File: config.mk
export PLATFORM = sky130hd
export DESIGN_NAME = zero_servo_torque_select
export DESIGN_NICKNAME = d
export VERILOG_FILES = /design/src/zst_pkg.sv /design/src/zero_servo_torque_select.sv /design/src/quad_counter.sv
export SDC_FILE = /design/constraint.sdc
export NUM_CORES = 1
export LEC_CHECK = 0
export ABC_CLOCK_PERIOD_IN_PS = 20900
export BUFFER_PORTS_ARGS = -buffer_cell sky130_fd_sc_hd__buf_2
export CORE_MARGIN = 2
export CORE_UTILIZATION = 55
export DETAILED_ROUTE_END_ITERATION = 12
export PLACE_DENSITY = 0.77
export SKIP_LAST_GASP = 1
export SYNTH_ARGS = -nofsm -noshare
export SYNTH_HDL_FRONTEND = slang
export SYNTH_SLANG_ARGS = --single-unit
File: constraint.sdc
create_clock -name clk_sys -period 20.9 [get_ports clk_sys]
set_clock_uncertainty 0.2 [all_clocks]
set_input_delay 2.09 -clock clk_sys [delete_from_list [all_inputs] [get_ports clk_sys]]
set_output_delay 2.09 -clock clk_sys [all_outputs]
set_load 0.01 [all_outputs]
File: src/zst_pkg.sv
// Constants, field layouts and types for the position-hold and
// torque-reference selection block.
// Assumes a single 250 MHz system clock and synchronous inputs.
package zst_pkg;

   // ----------------------------------------
   // Counts of configurable terminals and of quadrature counts per line
   // ----------------------------------------
   localparam int DI_COUNT = 6;
   localparam int DO_COUNT = 3;
   localparam int QUAD_PER_LINE = 4;

   // ----------------------------------------
   // Field widths
   // ----------------------------------------
   localparam int FSEL_W = 8;
   localparam int ASEL_W = 5;
   localparam int LVL_W = 2;
   localparam int GAIN_W = 7;
   localparam int WIN_W = 14;
   localparam int AIN_W = 16;

   // ----------------------------------------
   // Function codes
   // ----------------------------------------
   localparam logic [FSEL_W-1:0] DI_FUNC_HOLD = 8'h72;
   localparam logic [FSEL_W-1:0] DO_FUNC_HELD = 8'h33;
   localparam logic [ASEL_W-1:0] AIN_FUNC_TORQUE = 5'h13;
   localparam logic [ASEL_W-1:0] AIN_FUNC_MAX = 5'h1f;
   localparam logic [ASEL_W-1:0] CUR_FUNC_MIN = 5'h01;

   // ----------------------------------------
   // Signal levels and control types
   // ----------------------------------------
   localparam logic [LVL_W-1:0] LVL_UNIPOLAR = 2'h0;
   localparam logic [LVL_W-1:0] LVL_BIPOLAR = 2'h1;
   localparam logic [LVL_W-1:0] LVL_CURRENT = 2'h2;
   localparam logic CTRL_SPEED = 1'b0;
   localparam logic CTRL_TORQUE = 1'b1;

   // ----------------------------------------
   // Limits and values after reset
   // ----------------------------------------
   localparam logic [GAIN_W-1:0] GAIN_MAX = 7'h64;
   localparam logic [GAIN_W-1:0] GAIN_RST = 7'h05;
   localparam logic [WIN_W-1:0] WIN_MAX = 14'h3fff;
   localparam logic [WIN_W-1:0] WIN_RST = 14'h000a;
   localparam logic [ASEL_W-1:0] ASEL_RST = 5'h1f;
   localparam logic [LVL_W-1:0] MULTI_LVL_RST = 2'h0;
   localparam logic [LVL_W-1:0] CUR_LVL_RST = 2'h2;

   // ----------------------------------------
   // Types
   // ----------------------------------------
   typedef struct packed {
      logic [GAIN_W-1:0] hold_gain;
      logic [WIN_W-1:0] hold_window_count;
      logic control_type_select;
      logic [ASEL_W-1:0] multi_input_function_select;
      logic [ASEL_W-1:0] current_input_function_select;
      logic [LVL_W-1:0] multi_input_level_select;
      logic [LVL_W-1:0] current_input_level_select;
   } cfg_t;

   localparam cfg_t CFG_RST = '{
      hold_gain: GAIN_RST,
      hold_window_count: WIN_RST,
      control_type_select: CTRL_SPEED,
      multi_input_function_select: ASEL_RST,
      current_input_function_select: ASEL_RST,
      multi_input_level_select: MULTI_LVL_RST,
      current_input_level_select: CUR_LVL_RST
   };

   typedef enum logic [2:0] {
      ST_STOP = 3'b001,
      ST_RUN = 3'b010,
      ST_HOLD = 3'b100
   } hold_state_t;

endpackage

File: src/zero_servo_torque_select.sv
// Position-hold and torque-reference selection for a motor drive.
// Assumes synchronous inputs on clk_sys, settings presented on
// cfg_in with a one-cycle cfg_write strobe, and analog samples
// already converted to signed words.
`timescale 1ns/1ps

// Contract
// - Hold enabled only by input coded hold
// - Hold command and slow reference lock position
// - Run must stay on; off stops output
// - Achieved output only where selector holds code
// - Achieved while position within start plus or minus window
// - Window range zero to max, default ten
// - Gain zero to hundred, default five
// - Count every edge of both phases
// - Achieved drops when hold command drops
// - Gain and window locked while running
// - Zero speed, one torque, locked running
// - Torque control only in flux vector
// - Torque reference from analog input coded
// - Selector defaults and accepted code ranges
// - Level codes; current level only current
// - Torque direction from reference sign only
// - Unipolar levels accept forward torque only
module zero_servo_torque_select
   import zst_pkg::*;
#(
   parameter int POS_W = 32
) (
   // Clock and reset
   input wire logic clk_sys,
   input wire logic rstn,
   // Terminal function selectors
   input wire logic [DI_COUNT-1:0][FSEL_W-1:0] digital_input_function_select,
   input wire logic [DO_COUNT-1:0][FSEL_W-1:0] digital_output_function_select,
   // Settings; cfg_in written while stopped, flux_vector_mode and zero_speed_level used live
   input wire cfg_t cfg_in,
   input wire logic cfg_write,
   input wire logic flux_vector_mode,
   input wire logic [AIN_W-1:0] zero_speed_level,
   // Drive commands and inputs
   input wire logic run_cmd,
   input wire logic [DI_COUNT-1:0] digital_in,
   input wire logic signed [AIN_W-1:0] speed_ref,
   input wire logic enc_a,
   input wire logic enc_b,
   input wire logic signed [AIN_W-1:0] multi_input,
   input wire logic signed [AIN_W-1:0] current_input,
   // Settings status
   output cfg_t cfg_active,
   output logic cfg_accepted,
   output logic cfg_refused,
   // Drive status
   output logic drive_enable,
   output logic hold_active,
   output logic [DO_COUNT-1:0] digital_out,
   output logic signed [POS_W-1:0] position_count,
   output logic signed [POS_W-1:0] position_error,
   output logic signed [POS_W+GAIN_W:0] hold_correction,
   // Torque reference
   output logic torque_mode,
   output logic torque_ref_valid,
   output logic signed [AIN_W-1:0] torque_ref
);

   generate
      if (POS_W < WIN_W + 2) begin : g_bad_pos
         $error("zero_servo_torque_select: POS_W too narrow");
      end
   endgenerate

   // ----------------------------------------
   // Declarations
   // ----------------------------------------
   cfg_t cfg_reg;
   hold_state_t state_reg;
   hold_state_t state_next;
   logic signed [POS_W-1:0] start_pos_reg;
   logic signed [POS_W-1:0] pos_err;
   logic hold_entry;
   logic signed [POS_W-1:0] win_ext;
   logic [DI_COUNT-1:0] di_is_hold;
   logic [DO_COUNT-1:0] do_is_held;
   logic hold_enabled;
   logic hold_cmd;
   logic window_enabled;
   logic speed_low;
   logic [AIN_W-1:0] speed_mag;
   logic in_window;
   logic cfg_ok;
   logic signed [AIN_W-1:0] src_val;
   logic [LVL_W-1:0] src_lvl;
   logic src_found;

   // ----------------------------------------
   // Position counter
   // ----------------------------------------
   quad_counter #(
      .CNT_W(POS_W)
   ) u_counter (
      .clk_sys(clk_sys),
      .rstn(rstn),
      .phase_a(enc_a),
      .phase_b(enc_b),
      .count(position_count)
   );

   // ----------------------------------------
   // Settings check and latch
   // ----------------------------------------
   // Range limits; out-of-range writes are refused whole
   always_comb begin
      cfg_ok = 1'b1;
      if (cfg_in.hold_gain > GAIN_MAX) begin
         cfg_ok = 1'b0;
      end
      if (cfg_in.hold_window_count > WIN_MAX) begin
         cfg_ok = 1'b0;
      end
      if (cfg_in.multi_input_function_select > AIN_FUNC_MAX) begin
         cfg_ok = 1'b0;
      end
      if (cfg_in.current_input_function_select < CUR_FUNC_MIN) begin
         cfg_ok = 1'b0;
      end
      if (cfg_in.multi_input_level_select > LVL_BIPOLAR) begin
         cfg_ok = 1'b0;
      end
      if (cfg_in.current_input_level_select > LVL_CURRENT) begin
         cfg_ok = 1'b0;
      end
      if (cfg_in.control_type_select == CTRL_TORQUE &&
          !flux_vector_mode) begin
         cfg_ok = 1'b0;
      end
   end

   // Settings only move while the drive is stopped
   always_ff @(posedge clk_sys) begin
      if (!rstn) begin
         cfg_reg <= CFG_RST;
         cfg_accepted <= 1'b0;
         cfg_refused <= 1'b0;
      end else begin
         cfg_accepted <= 1'b0;
         cfg_refused <= 1'b0;
         if (cfg_write) begin
            if (run_cmd || !cfg_ok) begin
               cfg_refused <= 1'b1;
            end else begin
               cfg_reg <= cfg_in;
               cfg_accepted <= 1'b1;
            end
         end
      end
   end

   assign cfg_active = cfg_reg;

   // ----------------------------------------
   // Terminal decode
   // ----------------------------------------
   genvar gi;
   generate
      for (gi = 0; gi < DI_COUNT; gi++) begin : g_di
         assign di_is_hold[gi] =
            digital_input_function_select[gi] == DI_FUNC_HOLD;
      end
      for (gi = 0; gi < DO_COUNT; gi++) begin : g_do
         assign do_is_held[gi] =
            digital_output_function_select[gi] == DO_FUNC_HELD;
      end
   endgenerate

   assign hold_enabled = |di_is_hold;
   assign hold_cmd = |(di_is_hold & digital_in);
   assign window_enabled = |do_is_held;

   // ----------------------------------------
   // Zero-speed compare
   // ----------------------------------------
   // Magnitude of the negative extreme saturates at the top
   always_comb begin
      if (speed_ref[AIN_W-1]) begin
         speed_mag = AIN_W'(-speed_ref);
         if (speed_mag[AIN_W-1]) begin
            speed_mag = {1'b0, {(AIN_W-1){1'b1}}};
         end
      end else begin
         speed_mag = speed_ref;
      end
   end

   assign speed_low = speed_mag < zero_speed_level;

   // ----------------------------------------
   // Hold state machine
   // ----------------------------------------
   always_comb begin
      state_next = state_reg;
      case (state_reg)
         ST_STOP: begin
            // Hold may be asked for from the first running cycle
            if (run_cmd && hold_cmd && speed_low) begin
               state_next = ST_HOLD;
            end else if (run_cmd) begin
               state_next = ST_RUN;
            end
         end
         ST_RUN: begin
            if (!run_cmd) begin
               state_next = ST_STOP;
            end else if (hold_enabled && hold_cmd && speed_low) begin
               state_next = ST_HOLD;
            end
         end
         ST_HOLD: begin
            if (!run_cmd) begin
               state_next = ST_STOP;
            end else if (!hold_cmd || !speed_low) begin
               state_next = ST_RUN;
            end
         end
         default: begin
            state_next = ST_STOP;
         end
      endcase
   end

   always_ff @(posedge clk_sys) begin
      if (!rstn) begin
         state_reg <= ST_STOP;
      end else begin
         state_reg <= state_next;
      end
   end

   // Start position taken on entry to hold
   always_ff @(posedge clk_sys) begin
      if (!rstn) begin
         start_pos_reg <= '0;
      end else if (state_reg != ST_HOLD && state_next == ST_HOLD) begin
         start_pos_reg <= position_count;
      end
   end

   // ----------------------------------------
   // Position window
   // ----------------------------------------
   assign hold_entry = state_reg != ST_HOLD && state_next == ST_HOLD;
   // Entry cycle: start is the count being captured, not the stale one
   assign pos_err = hold_entry ? '0 : position_count - start_pos_reg;
   assign win_ext = POS_W'(cfg_reg.hold_window_count);
   assign in_window = (pos_err <= win_ext) && (pos_err >= -win_ext);

   // Status drops the same edge the command does
   always_ff @(posedge clk_sys) begin
      if (!rstn) begin
         digital_out <= '0;
      end else if (state_next == ST_HOLD && hold_cmd &&
                   window_enabled && in_window) begin
         digital_out <= do_is_held;
      end else begin
         digital_out <= '0;
      end
   end

   // ----------------------------------------
   // Hold outputs
   // ----------------------------------------
   // Gain scales the restoring push; zero gain leaves only status
   always_ff @(posedge clk_sys) begin
      if (!rstn) begin
         hold_active <= 1'b0;
         position_error <= '0;
         hold_correction <= '0;
      end else if (state_next == ST_HOLD) begin
         hold_active <= 1'b1;
         position_error <= pos_err;
         hold_correction <= -(pos_err *
            $signed({1'b0, cfg_reg.hold_gain}));
      end else begin
         hold_active <= 1'b0;
         position_error <= '0;
         hold_correction <= '0;
      end
   end

   always_ff @(posedge clk_sys) begin
      if (!rstn) begin
         drive_enable <= 1'b0;
      end else begin
         drive_enable <= run_cmd;
      end
   end

   // ----------------------------------------
   // Torque reference source
   // ----------------------------------------
   // No operator path exists: only the two analog inputs feed it
   always_comb begin
      src_found = 1'b0;
      src_val = '0;
      src_lvl = LVL_UNIPOLAR;
      if (cfg_reg.multi_input_function_select == AIN_FUNC_TORQUE) begin
         src_found = 1'b1;
         src_val = multi_input;
         src_lvl = cfg_reg.multi_input_level_select;
      end else if (cfg_reg.current_input_function_select ==
                   AIN_FUNC_TORQUE) begin
         src_found = 1'b1;
         src_val = current_input;
         src_lvl = cfg_reg.current_input_level_select;
      end
   end

   // Sign of the input alone sets direction; run direction unused
   always_ff @(posedge clk_sys) begin
      if (!rstn) begin
         torque_mode <= 1'b0;
         torque_ref_valid <= 1'b0;
         torque_ref <= '0;
      end else begin
         torque_mode <= cfg_reg.control_type_select == CTRL_TORQUE &&
                        flux_vector_mode;
         torque_ref_valid <= src_found && run_cmd;
         if (!src_found || !run_cmd) begin
            torque_ref <= '0;
         end else if (src_lvl != LVL_BIPOLAR && src_val < 0) begin
            torque_ref <= '0;
         end else begin
            torque_ref <= src_val;
         end
      end
   end

endmodule

File: src/quad_counter.sv
// Quadrature position counter for the shaft encoder phases.
// Assumes both phases are already synchronous to clk_sys.
`timescale 1ns/1ps
module quad_counter
   import zst_pkg::*;
#(
   parameter int CNT_W = 32
) (
   // Clock and reset
   input wire logic clk_sys,
   input wire logic rstn,
   // Encoder phases
   input wire logic phase_a,
   input wire logic phase_b,
   // Position
   output logic signed [CNT_W-1:0] count
);

   generate
      if (CNT_W < 16) begin : g_bad_width
         $error("quad_counter: CNT_W below 16");
      end
   endgenerate

   logic a_reg;
   logic b_reg;
   logic moved;
   logic fwd;

   // Any edge on either phase is one count
   assign moved = (phase_a ^ a_reg) | (phase_b ^ b_reg);
   // Direction from which phase leads
   assign fwd = phase_a ^ b_reg;

   always_ff @(posedge clk_sys) begin
      if (!rstn) begin
         a_reg <= 1'b0;
         b_reg <= 1'b0;
      end else begin
         a_reg <= phase_a;
         b_reg <= phase_b;
      end
   end

   always_ff @(posedge clk_sys) begin
      if (!rstn) begin
         count <= '0;
      end else if (moved) begin
         if (fwd) begin
            count <= count + CNT_W'(1);
         end else begin
            count <= count - CNT_W'(1);
         end
      end
   end

endmodule

==> results of run 1 <==
## how the worst max path moves through the flow
stage               slack (ns)         start                  end
floorplan                10.06  speed_ref[9]  hold_correction[38]
finish                    9.43  speed_ref[9]  hold_correction[38]
detailed placement        8.92  speed_ref[9]  hold_correction[38]
global route              8.76  speed_ref[9]  hold_correction[38]
CTS                       9.43  speed_ref[9]  hold_correction[38]
global placement          9.12  speed_ref[9]  hold_correction[38]
## stage by stage
stage	cell area [µm²]	instances	hold WS, ns	setup slack [ns]	util [%]
2_1_floorplan	20500	2511	0.241	10.06	-
3_3_place_gp	22600	3257	0.251	9.12	61.7
3_5_place_dp	22600	3257	0.259	8.92	61.7
4_1_cts	23500	3301	0.268	9.43	64.1
5_1_grt	23500	3303	0.287	8.76	64.1
6_report	23500	3304	0.265	9.43	64.1
## per-layer routing
layer,global-route usage [%],up-vias
met5,0,-
met4,14.3,2
met3,4.18,135
met2,50.9,595
met1,38.6,8870
li1,-,9048
## worst register-to-register path, delay by kind of cell (launching register included)
kind,cells,cell delay [ns]
xor gates and xnor gates,2,0.61
adders and majority gates,8,3.25
buffers and inverters,3,0.26
and+or+nand+nor,5,0.57
AOI/OAI and AO/OA,12,3.53
DFF,1,0.38
## final cells by class
| cell class | instances | area share (%) |
|---|---|---|
| multi-input cells | 1935 | 64.1 |
| flip-flops and latches | 202 | 17.2 |
| repair buffers | 362 | 7.84 |
| inverters | 290 | 4.63 |
| clock buffers | 32 | 3.03 |
| well taps | 468 | 2.49 |
| clock inverters | 12 | 0.670 |
| diodes | 3 | 0.0319 |
## cells by family (layout without fill, tap and decap cells)
logic type,Yosys count,in the layout,share of synthesized area [%]
XOR/XNOR,103,103,4.39
other,0,3,0
adder cells (fa/ha/maj),404,404,30.6
buffers and inverters,374,696,6.94
flip-flops,202,202,19.7
AO/OA/AOI/OAI,479,479,15.3
multiplexers,4,4,0.201
AND/OR/NAND/NOR,945,945,22.9
## cells in the final DEF, fill, tap and decap left out, types with 52 or more instances in the layout
master and count:
buf_2 349, a21oi_1 107, nor2_1 166, xor2_1 52
fa_1 164, a21boi_0 65, inv_1 290, dfxtp_1 202
nor3_1 55, nand2_1 344, ha_1 240, o21ai_0 103
and2_1 155
==> results.yml, run 1 <==
floorplanning:
  die-width_um: 197
  num_io_pins: 350
  floorplan.rows: 70
  fp.dieArea_um2: 38900
  floorplan.initialDensity_pct: 56.0
  core-area_um2: 36700
  die_height_um: 197
detailed_routing:
  wl_per_cell_um: 18.0
  final_antenna_net_count: 0
  max_layer_used: "met5"
  avgViaCountPerCell: 5.64
  met2RoutedLength_mm: 28.0
  drt-pass1-iter-count: 5
  initialDrtViolationCount: 1061
  wl_met1_mm: 25.0
  drcViolationCount: 0
  wire_length_on_met3_mm: 3.46
  wirelength_mm: 59.4
  routed_vias: 18650
setup_path:
  critPathMaxFanout: 18
  path_delay_family: "compound AO/OA/AOI/OAI gates"
  cp_data_arrival_time_ns: 11.67
  element_type_at_the_critical_path_end: "flip-flop"
  start_kind: "input port"
  rrSetupSlack_ns: 11.96
  reg2reg_from: "u_counter.count[0]"
  crit_required_ns: 21.10
  critPathKind: "in -> reg"
  worst_r2r_path_depth: 30
  slowest_cell_delay_on_critical_path_ns: 0.91
  cp.depth: 31
  rr_endpoint: "hold_correction[38]"
  worstPathBufferInverterCount: 3
  timing.critical_path.mode_cell: "fa_1"
  slowest_stage: "a2111oi_0"
hold_path:
  worstHoldPathType: "reg -> reg"
  holdCritStartpoint: "start_pos_reg[18]"
  hold_path_depth: 2
  whs_endpoint: "start_pos_reg[18]"
logic_synthesis:
  synth_edf_count: 0
  synth_top_cell_area_share_pct: 19.7
  postSynth.topFlopCell: "dfxtp_1"
  synth_nets: 3100
  postSynth.asyncResetShare_pct: 0
  synthesis.area_um2: 20500
  synth_top_cell_by_area: "dfxtp_1"
  yosys_register_bits: 202
  synthMostInstantiatedCell: "nand2_1"
  synth_unique_cells: 78
  synth.yosys.seq_area_share_pct: 19.7
  synthesis.instances: 2511
  synth.top_cells.by_count: "nand2_1 (345), inv_1 (290), ha_1 (240)"
  synth_area_leaders: "dfxtp_1 (20%), fa_1 (16%), ha_1 (15%)"
  syn_avg_cell_area_um2: 8.18
  ys_warn_count: 0
grt:
  global_route_wire_length_before_repair_mm: 94.8
  grt.overflow.total: 0
  vias_in_the_first_global_route: 18579
  track_usage_pct: 30.3
  grt_start_max_net_pins: 108
  antenna_found_initial: 4
placed_design:
  number_of_port_buffers: 349
  place.gp.congestion: 0.956
  place_hpwl_mm: 48.1
layout:
  layout-area-overhead-vs-synth_pct: 14.5
  final-seq-area_um2: 4040
  largest_register_ff_count: 40
  final_stage_net_count: 3404
  regMostFlops: "hold_correction"
  filler_cell_count: 3149
  drive_gt1_share_pct: 15.4
  area_used_by_multi_input_combinational_logic_um2: 15100
timing:
  clock.fmax_ghz: 0.0872
  tns_ns: 0
  relSlewSlack_pct: 18.5
  grt_setup_unrepaired: "no"
  drv_slew: 0
  timing.final.crit_share_pct: 54.9
  tightest_slew_ns: 1.22
  finalHoldViolations: 0
  setup_violations: 0
  final_period_minus_worst_setup_slack_ns: 11.47
clock_network:
  cts_repair_resize_count: 0
  htree_num_levels: 1
  clock_path_buffers: 3
  clock_sink_count: 202
  clock_latency_ns: 0.54
  cts_root_buffer: "clkbuf_16"
  cts_made_buffers: 24
  cts_setup_buffers: 0
  clock_transition_at_the_registers_of_the_reported_paths_ns: 0.06
  postCtsHoldBufs: 0
  cts_tree: "built"
job:
  cap_viol_max_count: 0
outcome:
  outcome: "complete, no violations"
Power of run 1 is not shown: default switching activity piles up to over one toggle a cycle in this logic, so the estimate is an artifact.
==> run 2: changes to the inputs <==
ABC_CLOCK_PERIOD_IN_PS = 10710   (was 20900)
clock period = 10.71 ns   (was 20.9 ns; I/O delays follow)
==> results.yml, run 2 (synthesized netlist as in run 1, its figures left out) <==
layout:
  mostFrequentLayoutCells: "buf_2 (349), nand2_1 (344), inv_1 (290)"
  layout-area-overhead-vs-synth_pct: 14.6
  post-route-cell-area_um2: 23500
  final_stage_net_count: 3413
  drive_gt1_share_pct: 15.7
  filler_cell_count: 3186
  fin_cells: 3313
  largest_register_ff_count: 40
  most_common_cell_after_layout_fill_and_taps_aside: "buf_2"
  regMostFlops: "hold_correction"
clock_network:
  clock_path_buffers: 3
  clock_sink_count: 202
  htree_num_levels: 1
  cts_setup_buffers: 0
  cts_tree: "built"
  cts_root_buffer: "clkbuf_16"
  clock_latency_ns: 0.55
  postCtsHoldBufs: 0
  cts_made_buffers: 25
  clock_transition_at_the_registers_of_the_reported_paths_ns: 0.06
  cts_repair_resize_count: 0
timing:
  clock.fmax_ghz: 0.101
  drv_slew: 0
  tightest_slew_ns: 1.27
  final_period_minus_worst_setup_slack_ns: 9.94
  finalHoldViolations: 0
  relSlewSlack_pct: 15.3
  tns_ns: 0
  timing.final.crit_share_pct: 92.8
  grt_setup_unrepaired: "no"
  setup_violations: 0
floorplanning:
  floorplan.initialDensity_pct: 56.0
  die_height_um: 197
  die-width_um: 197
  floorplan.rows: 70
  fp.dieArea_um2: 38900
  num_io_pins: 350
  core-area_um2: 36700
setup_path:
  critPathKind: "in -> reg"
  timing.critical_path.mode_cell: "fa_1"
  start_kind: "input port"
  worst_r2r_path_depth: 31
  slowest_cell_delay_on_critical_path_ns: 0.55
  element_type_at_the_critical_path_end: "flip-flop"
  crit_start: "speed_ref[9]"
  cp_data_arrival_time_ns: 10.15
  critPathMaxFanout: 12
  rrSetupSlack_ns: 2.22
  rr_endpoint: "hold_correction[38]"
  reg2reg_from: "u_counter.count[0]"
  slowest_stage: "or4_4"
  critPathCapture: "hold_correction[31]"
  crit_required_ns: 10.92
grt:
  antenna_found_initial: 1
  global_route_wire_length_before_repair_mm: 95.6
  grt_start_max_net_pins: 70
  track_usage_pct: 30.6
  grt.overflow.total: 0
  vias_in_the_first_global_route: 18618
hold_path:
  hold_path_depth: 2
  worstHoldPathType: "reg -> reg"
placed_design:
  place_hpwl_mm: 48.5
  place_inst: 3265
  number_of_port_buffers: 349
  place.gp.congestion: 0.940
  dpl-instance-area_um2: 22700
detailed_routing:
  drt-pass1-iter-count: 5
  initialDrtViolationCount: 1124
  drcViolationCount: 0
  wl_per_cell_um: 18.1
  wirelength_mm: 59.8
  routed_vias: 18849
  final_antenna_net_count: 0
  avgViaCountPerCell: 5.69
outcome:
  outcome: "complete, no violations"
job:
  cap_viol_max_count: 0
## run 2: final cells by class
cell class	count	area, µm²	area share, %
Multi-Input combinational cell	1935	15100	64.0
Sequential cell	202	4040	17.2
Timing Repair Buffer	370	1920	8.14
Inverter	290	1090	4.62
Clock buffer	30	684	2.91
Tap cell	468	586	2.49
Clock inverter	16	141	0.601
Antenna cell	2	5.00	0.0213
## run 2: metrics by stage
stage	hold slack [ns]	util [%]	setup WS (ns)
5_1_grt	0.285	64.1	0.257
4_1_cts	0.263	64.1	0.845
2_1_floorplan	0.241	-	0.888
3_5_place_dp	0.256	61.9	0.288
3_3_place_gp	0.248	61.9	0.418
6_report	0.261	64.2	0.771
## run 2: how the worst min path moves through the flow
| stage | to | startpoint | slack (ns) |
|---|---|---|---|
| floorplan | start_pos_reg[10] | start_pos_reg[10] | 0.24 |
| global placement | start_pos_reg[16] | start_pos_reg[16] | 0.25 |
| detailed placement | start_pos_reg[16] | start_pos_reg[16] | 0.26 |
| CTS | start_pos_reg[8] | start_pos_reg[8] | 0.26 |
| global route | start_pos_reg[23] | start_pos_reg[23] | 0.29 |
| finish | start_pos_reg[11] | start_pos_reg[11] | 0.26 |
## run 2: routing by layer
layer | track usage [%] | share of wire (%)
met1 | 39.4 | 42
met2 | 52.0 | 48
met3 | 3.96 | 6.4
met4 | 12.8 | 4.5
met5 | 0 | 0
## run 2: critical path, delay by kind of cell
family / cells / cell delay, ns
adders and majority gates: 7 / 2.86
xor gates and xnor gates: 1 / 0.17
and+or+nand+nor: 10 / 3.30
buffers and inverters: 2 / 0.19
AOI/OAI and AO/OA: 11 / 2.53
Power of run 2 is left out for the same reason.
